## src/include/dac_pkg.sv

```systemverilog
package dac_pkg;

	localparam logic [11:0] OFS_CODE_CH0 = 12'h000;
	localparam logic [11:0] OFS_CODE_CH1 = 12'h004;
	localparam logic [11:0] OFS_CONTROL = 12'h008;
	localparam logic [11:0] OFS_MODULE_STOP = 12'h00C;
	localparam logic [11:0] OFS_STATUS = 12'h010;

	localparam int BIT_OE_CH1 = 7;
	localparam int BIT_OE_CH0 = 6;
	localparam int BIT_JOINT = 5;
	localparam logic [4:0] RESERVED_READ = 5'h1F;

	localparam logic [7:0] CODE_RESET = 8'h00;
	localparam logic [2:0] CTRL_RESET = 3'h0;
	localparam logic MSTOP_RESET = 1'b1;

	localparam int CLK_PERIOD_NS = 4;
	localparam int CONV_TIME_NS = 10000;
	localparam int CONV_CYCLES = CONV_TIME_NS / CLK_PERIOD_NS;

	localparam logic [1:0] HTRANS_NONSEQ = 2'h2;
	localparam logic [1:0] HTRANS_SEQ = 2'h3;

	typedef struct packed {
		logic [7:0] code;
		logic valid;
		logic drive;
	} dac_out_s;

endpackage

```

## src/design/dac_channel.sv

```systemverilog
`timescale 1ns/1ns
module dac_channel
	import dac_pkg::*;
#(
	parameter int CYCLES = CONV_CYCLES
) (
	input wire logic hclk,
	input wire logic hresetn,
	input wire logic convert,
	input wire logic restart,
	input wire logic own_enable,
	input wire logic [7:0] code,
	output dac_out_s out
);
	typedef struct packed {
		logic [31:0] count;
		logic busy;
		logic valid;
		logic [7:0] held;
	} chan_state_s;

	chan_state_s state;
	chan_state_s next_state;

	always_comb begin
		next_state = state;
		if (!convert) begin
			next_state.busy = 1'b0;
			next_state.valid = 1'b0;
			next_state.count = '0;
		end else if (restart || (!state.busy && !state.valid)) begin
			// a rewrite drops the old result and counts afresh
			next_state.busy = 1'b1;
			next_state.valid = 1'b0;
			next_state.count = 32'(CYCLES - 1);
		end else if (state.busy) begin
			if (state.count == '0) begin
				next_state.busy = 1'b0;
				next_state.valid = 1'b1;
				next_state.held = code;
			end else begin
				next_state.count = state.count - 32'd1;
			end
		end
	end

	always_ff @(posedge hclk or negedge hresetn) begin
		if (!hresetn) begin
			state <= '0;
		end else begin
			state <= next_state;
		end
	end

	// held code stays put until the next conversion completes
	assign out.code = state.held;
	assign out.valid = state.valid;
	assign out.drive = state.valid && own_enable;

endmodule

```

## src/design/dual_dac_control.sv

```systemverilog
`timescale 1ns/1ns
// Notes on behaviour
// - two 8-bit code registers, one per channel, readable and writable
// - both code registers reset to zero
// - control bit 7 enables channel 1 conversion and output, resets 0
// - control bit 6 enables channel 0 conversion and output, resets 0
// - bit 5 joint enable: either output enable then converts both channels
// - control bits 4 to 0 read as ones, writes ignored
// - setting an enable starts conversion; result after one conversion interval
// - result held until code rewritten or enable cleared
// - code write to an enabled channel restarts conversion immediately
// - code passed unsigned and unchanged to the converter
// - clearing an enable disables that channel's output
// - standby keeps outputs and enable state unchanged
// - after reset module stop halts the converter until cancelled
// - code and control registers accessible only when module stop cancelled
module dual_dac_control
	import dac_pkg::*;
#(
	parameter int CONV_COUNT = CONV_CYCLES
) (
	input wire logic hclk,
	input wire logic hresetn,
	input wire logic hsel,
	input wire logic [11:0] haddr,
	input wire logic [1:0] htrans,
	input wire logic hwrite,
	input wire logic [2:0] hsize,
	input wire logic [31:0] hwdata,
	input wire logic hready,
	output logic [31:0] hrdata,
	output logic hreadyout,
	output logic hresp,
	input wire logic standby,
	output dac_pkg::dac_out_s analog_out_ch0,
	output dac_pkg::dac_out_s analog_out_ch1
);
	import dac_pkg::*;

	typedef struct packed {
		logic [7:0] dac_code_ch0;
		logic [7:0] dac_code_ch1;
		logic out_enable_ch1;
		logic out_enable_ch0;
		logic joint_conv_enable;
		logic module_stop;
		logic wr_pend;
		logic [11:0] wr_addr;
		logic [31:0] rdata;
		logic restart_ch0;
		logic restart_ch1;
	} regs_s;

	regs_s state;
	regs_s next_state;
	logic conv_ch0;
	logic conv_ch1;
	logic addr_phase;

	function automatic logic [7:0] control_byte(input regs_s s);
		control_byte = {s.out_enable_ch1, s.out_enable_ch0, s.joint_conv_enable, RESERVED_READ};
	endfunction

	assign addr_phase = hsel && hready && (htrans == HTRANS_NONSEQ || htrans == HTRANS_SEQ);

	always_comb begin
		next_state = state;
		next_state.wr_pend = 1'b0;
		next_state.restart_ch0 = 1'b0;
		next_state.restart_ch1 = 1'b0;
		// data phase of a write lands here; module stop blocks all but a module stop write
		if (state.wr_pend) begin
			if (state.wr_addr == OFS_MODULE_STOP) begin
				next_state.module_stop = hwdata[0];
			end else if (state.module_stop) begin
				next_state.module_stop = state.module_stop;
			end else if (state.wr_addr == OFS_CODE_CH0) begin
				next_state.dac_code_ch0 = hwdata[7:0];
				next_state.restart_ch0 = 1'b1;
			end else if (state.wr_addr == OFS_CODE_CH1) begin
				next_state.dac_code_ch1 = hwdata[7:0];
				next_state.restart_ch1 = 1'b1;
			end else if (state.wr_addr == OFS_CONTROL) begin
				next_state.out_enable_ch1 = hwdata[BIT_OE_CH1];
				next_state.out_enable_ch0 = hwdata[BIT_OE_CH0];
				next_state.joint_conv_enable = hwdata[BIT_JOINT];
			end
		end
		if (addr_phase && hwrite) begin
			next_state.wr_pend = 1'b1;
			next_state.wr_addr = haddr;
		end
		if (addr_phase && !hwrite) begin
			// stopped module reads zero rather than stale state, except the module stop register itself
			if (haddr == OFS_MODULE_STOP) begin
				next_state.rdata = {31'h0, state.module_stop};
			end else if (state.module_stop) begin
				next_state.rdata = 32'h0;
			end else if (haddr == OFS_CODE_CH0) begin
				next_state.rdata = {24'h0, state.dac_code_ch0};
			end else if (haddr == OFS_CODE_CH1) begin
				next_state.rdata = {24'h0, state.dac_code_ch1};
			end else if (haddr == OFS_CONTROL) begin
				next_state.rdata = {24'h0, control_byte(state)};
			end else if (haddr == OFS_STATUS) begin
				next_state.rdata = {30'h0, analog_out_ch1.valid, analog_out_ch0.valid};
			end else begin
				next_state.rdata = 32'h0;
			end
		end
	end

	always_ff @(posedge hclk or negedge hresetn) begin
		if (!hresetn) begin
			state.dac_code_ch0 <= CODE_RESET;
			state.dac_code_ch1 <= CODE_RESET;
			{state.out_enable_ch1, state.out_enable_ch0, state.joint_conv_enable} <= CTRL_RESET;
			state.module_stop <= MSTOP_RESET;
			state.wr_pend <= 1'b0;
			state.wr_addr <= 12'h000;
			state.rdata <= 32'h0;
			state.restart_ch0 <= 1'b0;
			state.restart_ch1 <= 1'b0;
		end else begin
			state <= next_state;
		end
	end

	assign hrdata = state.rdata;
	assign hreadyout = 1'b1;
	assign hresp = 1'b0;

	// joint mode: either enable converts both; module stop halts all
	// standby is deliberately ignored so outputs are retained
	assign conv_ch0 = !state.module_stop && (state.out_enable_ch0 ||
		(state.joint_conv_enable && state.out_enable_ch1));
	assign conv_ch1 = !state.module_stop && (state.out_enable_ch1 ||
		(state.joint_conv_enable && state.out_enable_ch0));

	dac_channel #(.CYCLES(CONV_COUNT)) u_ch0 (
		.hclk(hclk),
		.hresetn(hresetn),
		.convert(conv_ch0),
		.restart(state.restart_ch0),
		.own_enable(state.out_enable_ch0),
		.code(state.dac_code_ch0),
		.out(analog_out_ch0)
	);

	dac_channel #(.CYCLES(CONV_COUNT)) u_ch1 (
		.hclk(hclk),
		.hresetn(hresetn),
		.convert(conv_ch1),
		.restart(state.restart_ch1),
		.own_enable(state.out_enable_ch1),
		.code(state.dac_code_ch1),
		.out(analog_out_ch1)
	);
endmodule

```

## config.mk

```make
export PLATFORM = sky130hd
export DESIGN_NAME = dual_dac_control
export DESIGN_NICKNAME = d
export VERILOG_FILES = /design/src/include/dac_pkg.sv /design/src/design/dac_channel.sv /design/src/design/dual_dac_control.sv
export SDC_FILE = /design/constraint.sdc
export NUM_CORES = 1
export LEC_CHECK = 0
export ABC_AREA = 1
export BUFFER_PORTS_ARGS = -buffer_cell sky130_fd_sc_hd__buf_2
export CAP_MARGIN = 15
export CORE_ASPECT_RATIO = 0.75
export CORE_MARGIN = 3
export CORE_UTILIZATION = 35
export DETAILED_ROUTE_END_ITERATION = 12
export PLACE_DENSITY = 0.52
export SLEW_MARGIN = 10
export SYNTH_ARGS = -nofsm -noshare
export SYNTH_HDL_FRONTEND = slang
export SYNTH_HIERARCHICAL = 1
export SYNTH_SLANG_ARGS = --single-unit
```

## constraint.sdc

```tcl
create_clock -name hclk -period 5.2 [get_ports hclk]
set_input_delay 0.26 -clock hclk [delete_from_list [all_inputs] [get_ports hclk]]
set_output_delay 0.26 -clock hclk [all_outputs]
set_load 0.01 [all_outputs]
```

==> reports/metrics.cfg, run 1 <==
[placed_design]
gp_congestion=0.8551
dpl.hpwl_um=15720
dpl_worst_slack_ns=2.605
placed_cell_area_sq_mm=0.008544
port_buffers=53

[final_layout]
final_area_sq_mm=0.009135
n_antenna_cell=0
fillCellCount=2421
layout-drive-gt1-share=0.1969
syn_to_final_growth_pct=9.100
final_nets=1217
final_core_util=0.3930

[timing]
setup_viol=0
fmax_mhz=382.6
tightest_slew_ns=0.8227
fin_crit_sh=0.5027
setup_slack_ns=2.586
slew_headroom=0.4516
rsz0062_at_grt=false
final.setup_skew_ns=0.01454
final_hold_viol_count=0
final.setup.tns_ns=0
slew_violations=0
period_minus_slack_ns=2.614

[worst_setup_path]
worstPathArrival_ns=2.92
crit_type=flip-flop to flip-flop
endpoint_kind=flip-flop
required_ns=5.51
cp_max_fo=26
start_kind=flip-flop

[synth]
seq_area_frac_synth=0.3797
ys_seq_elements=127
synthDistinctLibCells=41
ys_warn_count=6
syn-instance-count=1138
syn_area_sq_mm=0.008373
avgSynthCellArea_sq_um=7.358

[global_routing]
grt_pass1_vias=6480
overflow=0
grt.total_usage=0.1735
grt_pass1_wl_um=35640
grt_start_max_net_pins=86
antenna_found_initial=0

[pwr]
cellPowerDensity_mw_per_mm2=428.6
vdd_drop_max_v=0.0002227
leakage_nw=4.820
totalPowerFinal_w=0.003915

[floorplanning]
die_w_um=184.6
core_area_sq_mm=0.02324
rows=48
start_util=0.3602
io_pins=109
die_y_um=140.0
fp.dieArea_sq_mm=0.02583

[drt]
drtIter0Drc=607
dr.pass1.iters=5
wl_per_cell_um=14.68
drc=0
antenna_left=0
detail_route.vias_per_cell=4.844
routed_wl_um=21630
vias=7135

[clock_tree]
clk_latency_ns=0.43
cts_sinks=127
clk_pin_slew_ns=0.07
cts.path.max_buffers=2
htree_levels=4
cts_tree=yes
numCtsBuffers=17
cts_setup_buffers=0
root_buffer=clkbuf_16

[worst_hold_path]
hold_path.class=input port to flip-flop

[outcome]
status=finished clean

[job]
cap_violations=0

==> area by class of cell <==
cell class,count,area (sq um),area share
timing repair buffer,60,326.6,0.03575
inverter,112,420.4,0.04602
clock buffer,18,439.2,0.04808
multi-input combinational,842,4253,0.4656
clock inverter,14,141.4,0.01548
tap,300,375.4,0.04109
sequential,127,3179,0.3480
==> power breakdown <==
part           switching, W  internal [W]
Combinational       0.00103      0.000441
Clock              0.000528      0.000650
Sequential         0.000136       0.00113
Total               0.00170       0.00222
==> per-stage QoR <==
| stage | std cells | hold WS [ns] |
|---|---|---|
| after detailed placement | 1440 | 0.3695 |
| after global routing | 1473 | 0.04780 |
| after global placement | 1440 | 0.3677 |
| after CTS | 1473 | 0.04391 |
| after floorplan | 1162 | -0.03559 |
| final | 1473 | 0.05732 |
==> placed cells by master, fill, tap and decap left out, drive strengths merged <==
master	count
nor3	14
nand4	5
ha	2
nand3	137
o211a	2
o211ai	4
inv	120
a21oi	21
dfrtp	126
nand3b	7
conb	26
clkbuf	18
dfstp	1
buf	59
nor2	198
nand2	293
clkinv	5
clkinvlp	1
o21bai	15
xor2	4
dlygate4sd3	1
or2	1
o21ai	113
==> worst paths after layout <==
| kind | start | end | slack (ns) | cells past startpoint |
|---|---|---|---|---|
| setup / recovery | u_ch0/state[10] | u_ch0/state[11] | 2.59 | 9 |
| hold / removal | haddr[11] | state[45] | 0.06 | 3 |
| setup reg to reg | u_ch0/state[10] | u_ch0/state[11] | 2.59 | 9 |
| hold reg to reg | state[41] | state[41] | 0.47 | 2 |
| max in group asynchronous | hresetn | state[37] | 3.67 | 3 |
| min in group asynchronous | hresetn | u_ch0/state[39] | 0.43 | 2 |
==> synthesized netlist by cell type <==
library cell	n	area (sq um)
nand2_1	267	1002
nor2_1	173	649.4
dfrtp_1	126	3153
nand3_1	126	630.6
inv_1	104	390.4
buf_4	59	442.9
o21ai_2	55	481.7
o21ai_0	32	160.2
o21ai_1	24	120.1
nand2_2	21	131.4
a21oi_1	19	95.09
nor2_2	18	112.6
o21bai_1	15	112.6
nand3_2	11	110.1
nor3_1	10	50.05
buf_6	8	90.09
clkbuf_1	7	26.28
inv_2	7	26.28
nand3b_1	7	52.55
buf_2	5	25.02
nand2_4	5	56.30
nor2_4	5	56.30
xor2_1	4	35.03
nand4_2	3	37.54
nor3_2	3	30.03
o211ai_1	3	22.52
buf_8	2	30.03
conb_1	2	7.510
ha_1	2	25.02
nor2_8	2	40.04
o211a_1	2	20.02
o21ai_4	2	32.53
a21oi_2	1	8.760
a21oi_4	1	16.27
clkinv_1	1	3.750
dfstp_2	1	26.28
nand4_1	1	6.260
nand4_4	1	21.27
nor3_4	1	16.27
o211ai_2	1	12.51
or2_2	1	6.260
==> per-layer routing <==
| metal | share of wire | global-route usage |
|---|---|---|
| met5 | 0 | 0 |
| met4 | 0.0087 | 0.03777 |
| met3 | 0.055 | 0.03790 |
| met2 | 0.40 | 0.2357 |
| met1 | 0.53 | 0.2772 |
==> cells by family (layout without fill, tap and decap cells) <==
logic type	count (synthesis)	count (layout)	synth area share
AOI/OAI and AO/OA	155	155	0.1293
DFF	127	127	0.3797
and+or+nand+nor	655	655	0.3594
xor gates and xnor gates	4	4	0.004184
buffers and inverters	193	204	0.1236
adders and majority gates	2	2	0.002988
other	2	26	0.0008969
==> flip-flops by register name (all words and copies together) (netlist names) <==
register     cells
u_ch0/out        9
u_ch1/out        9
u_ch1/state     33
hrdata           8
state           35
u_ch0/state     33
==> critical path, stage by stage, from the launching register on <==
cell     delay, ns
dfrtp_1       0.38
inv_1         0.13
ha_1          0.22
nand2_2       0.15
nor2_8        0.21
nand2_2       0.09
o21ai_4       0.64
nand2_4       0.40
nand3_1       0.20
o21ai_2       0.07
==> repair_timing <==
| item | in CTS | in global routing |
|---|---|---|
| resized for setup | 0 | 0 |
| endpoints found under the hold margin | 84 | 0 |
| hold buffers | 1 | 0 |
No activity file was read; power rests on OpenSTA's default activity.
==> run 2: changes to the inputs <==
Settings changed: PLACE_DENSITY 0.52 to 0.54.
Clock period 5.2 ns to 2.2 ns, I/O delays scaled along.
==> run 2 against run 1 <==
  * Critical path depth stayed put
  * Register-to-register slack worse by 2.4 ns
  * Maximum frequency is 33% higher
  * Final area is 3.9% higher
  * Total power up 150%
  * Die area stayed put
  * Hold slack got worse by 0.037 ns
  * Sequential power grew 130%
==> reports/metrics.cfg, run 2 (synthesized netlist as in run 1, its figures left out) <==
[clock_tree]
cts_setup_buffers=0
numCtsBuffers=17
clk_pin_slew_ns=0.06
cts_sinks=127
root_buffer=clkbuf_16
cts_tree=yes
clk_latency_ns=0.42
ctsHoldBuffers=18
cts.path.max_buffers=2
cts_repair_resize_count=0
htree_levels=4

[worst_setup_path]
rr_worst_depth=9
cp-startpoint=u_ch0/state[11]
slowest_stage=dfrtp_1
endpoint_kind=flip-flop
cpPeakStageDelay_ns=0.38
worstReg2RegStart=u_ch0/state[11]
crit_family=simple AND/OR/NAND/NOR gates
crit_chain=inv_1 -> ha_1 -> nand2_2 -> nor2_8 -> nand2_2 -> o21ai_4 -> nand2_4 -> nand3_1 -> o21ai_2
start_kind=flip-flop
cp_max_fo=26
path_buf_inv=1
reg2reg_slack_ns=0.23
r2r-end=u_ch0/state[21]
crit_type=flip-flop to flip-flop
worstPathArrival_ns=2.26
required_ns=2.50
path_common_cell=nand2_2

[placed_design]
placed_cell_area_sq_mm=0.008667
gp_congestion=0.8729
dpl.hpwl_um=15690
place_inst=1453
port_buffers=53

[drt]
drc=0
vias=7151
dr.pass1.iters=6
wl_per_cell_um=14.12
drtIter0Drc=533
antenna_left=0
detail_route.vias_per_cell=4.758
routed_wl_um=21220

[final_layout]
syn_to_final_growth_pct=13.39
top_register=state
fin_cells=1503
n_antenna_cell=0
fillCellCount=2395
reg.largest.list=state: 35 flops, u_ch0/state: 33 flops, u_ch1/state: 33 flops
final_cell_mix=nand2_1 (267), nor2_1 (173), nand3_1 (126), dfrtp_1 (126), inv_1 (104)
multiInputGateArea_sq_mm=0.004253
layout-drive-gt1-share=0.2028
final_nets=1247
final_common_cell=nand2_1
register_area_sq_mm=0.003179
final_area_sq_mm=0.009494
largest_reg_flops=35

[job]
cap_violations=0

[floorplanning]
core_area_sq_mm=0.02324
die_y_um=140.0
start_util=0.3602
die_w_um=184.6
rows=48
fp.dieArea_sq_mm=0.02583
io_pins=109

[global_routing]
overflow=0
grt_pass1_wl_um=35390
grt_start_max_net_pins=56
grt.total_usage=0.1704
antenna_found_initial=0
grt_pass1_vias=6722

[timing]
fin_crit_sh=0.8947
period_minus_slack_ns=1.968
tightest_slew_ns=0.5900
rsz0062_at_grt=false
final.setup.tns_ns=0
final.setup_skew_ns=0.01228
setup_viol=0
fmax_mhz=508.0
slew_violations=0
slew_headroom=0.6042
final_hold_viol_count=0

[pwr]
cellPowerDensity_mw_per_mm2=1020
vdd_drop_max_v=0.0004510
leakage_nw=4.995

[worst_hold_path]
hold_path_end=state[64]
worstHoldStart=hwdata[5]
hold_path.class=input port to flip-flop
min_path_cells=3

[outcome]
status=finished clean

run 2: layer usage:
metal	global-route usage	wire, um
met1	0.2630	11260
met2	0.2452	8798
met3	0.03089	980
met4	0.04135	182
met5	0	0
run 2: where the power goes:
part / total, W / switching, W / internal (W)
Clock: 0.00313 / 0.00119 / 0.00194
Combinational: 0.00359 / 0.00246 / 0.00114
Sequential: 0.00296 / 0.000294 / 0.00266
Total: 0.00968 / 0.00394 / 0.00574
run 2: worst max-delay path by stage:
stage                                 end  cells after the start
final                     u_ch0/state[21]                      9
after global routing      u_ch0/state[31]                      9
after CTS                 u_ch0/state[31]                      9
after floorplan              u_ch1/out[8]                      8
after global placement    u_ch0/state[13]                      9
after detailed placement  u_ch0/state[13]                      9
run 2: stage by stage:
| stage | util | worst slack (ns) | hold slack (ns) | total power [W] |
|---|---|---|---|---|
| finish | 0.4085 | 0.2316 | 0.02060 | 0.009682 |
| global route | 0.4085 | 0.008419 | 0.02318 | 0.01036 |
| CTS | 0.4085 | 0.2187 | 0.001241 | 0.009761 |
| detailed placement | 0.3729 | 0.2381 | 0.1282 | 0.006564 |
| global placement | 0.3729 | 0.2614 | 0.1183 | 0.006540 |
| floorplan | - | 0.3112 | -0.1856 | 0.005810 |
run 2: worst min-delay path, cell delays in order:
cell and delay (ns):
buf_2 0.08, inv_1 0.08, o21ai_2 0.13
run 2: cell type report:
| cell class | instances | area share |
|---|---|---|
| Clock buffer | 17 | 0.04481 |
| Clock inverter | 15 | 0.02333 |
| Inverter | 112 | 0.04428 |
| Multi-Input combinational cell | 842 | 0.4479 |
| Sequential cell | 127 | 0.3349 |
| Tap cell | 300 | 0.03954 |
| Timing Repair Buffer | 90 | 0.06523 |
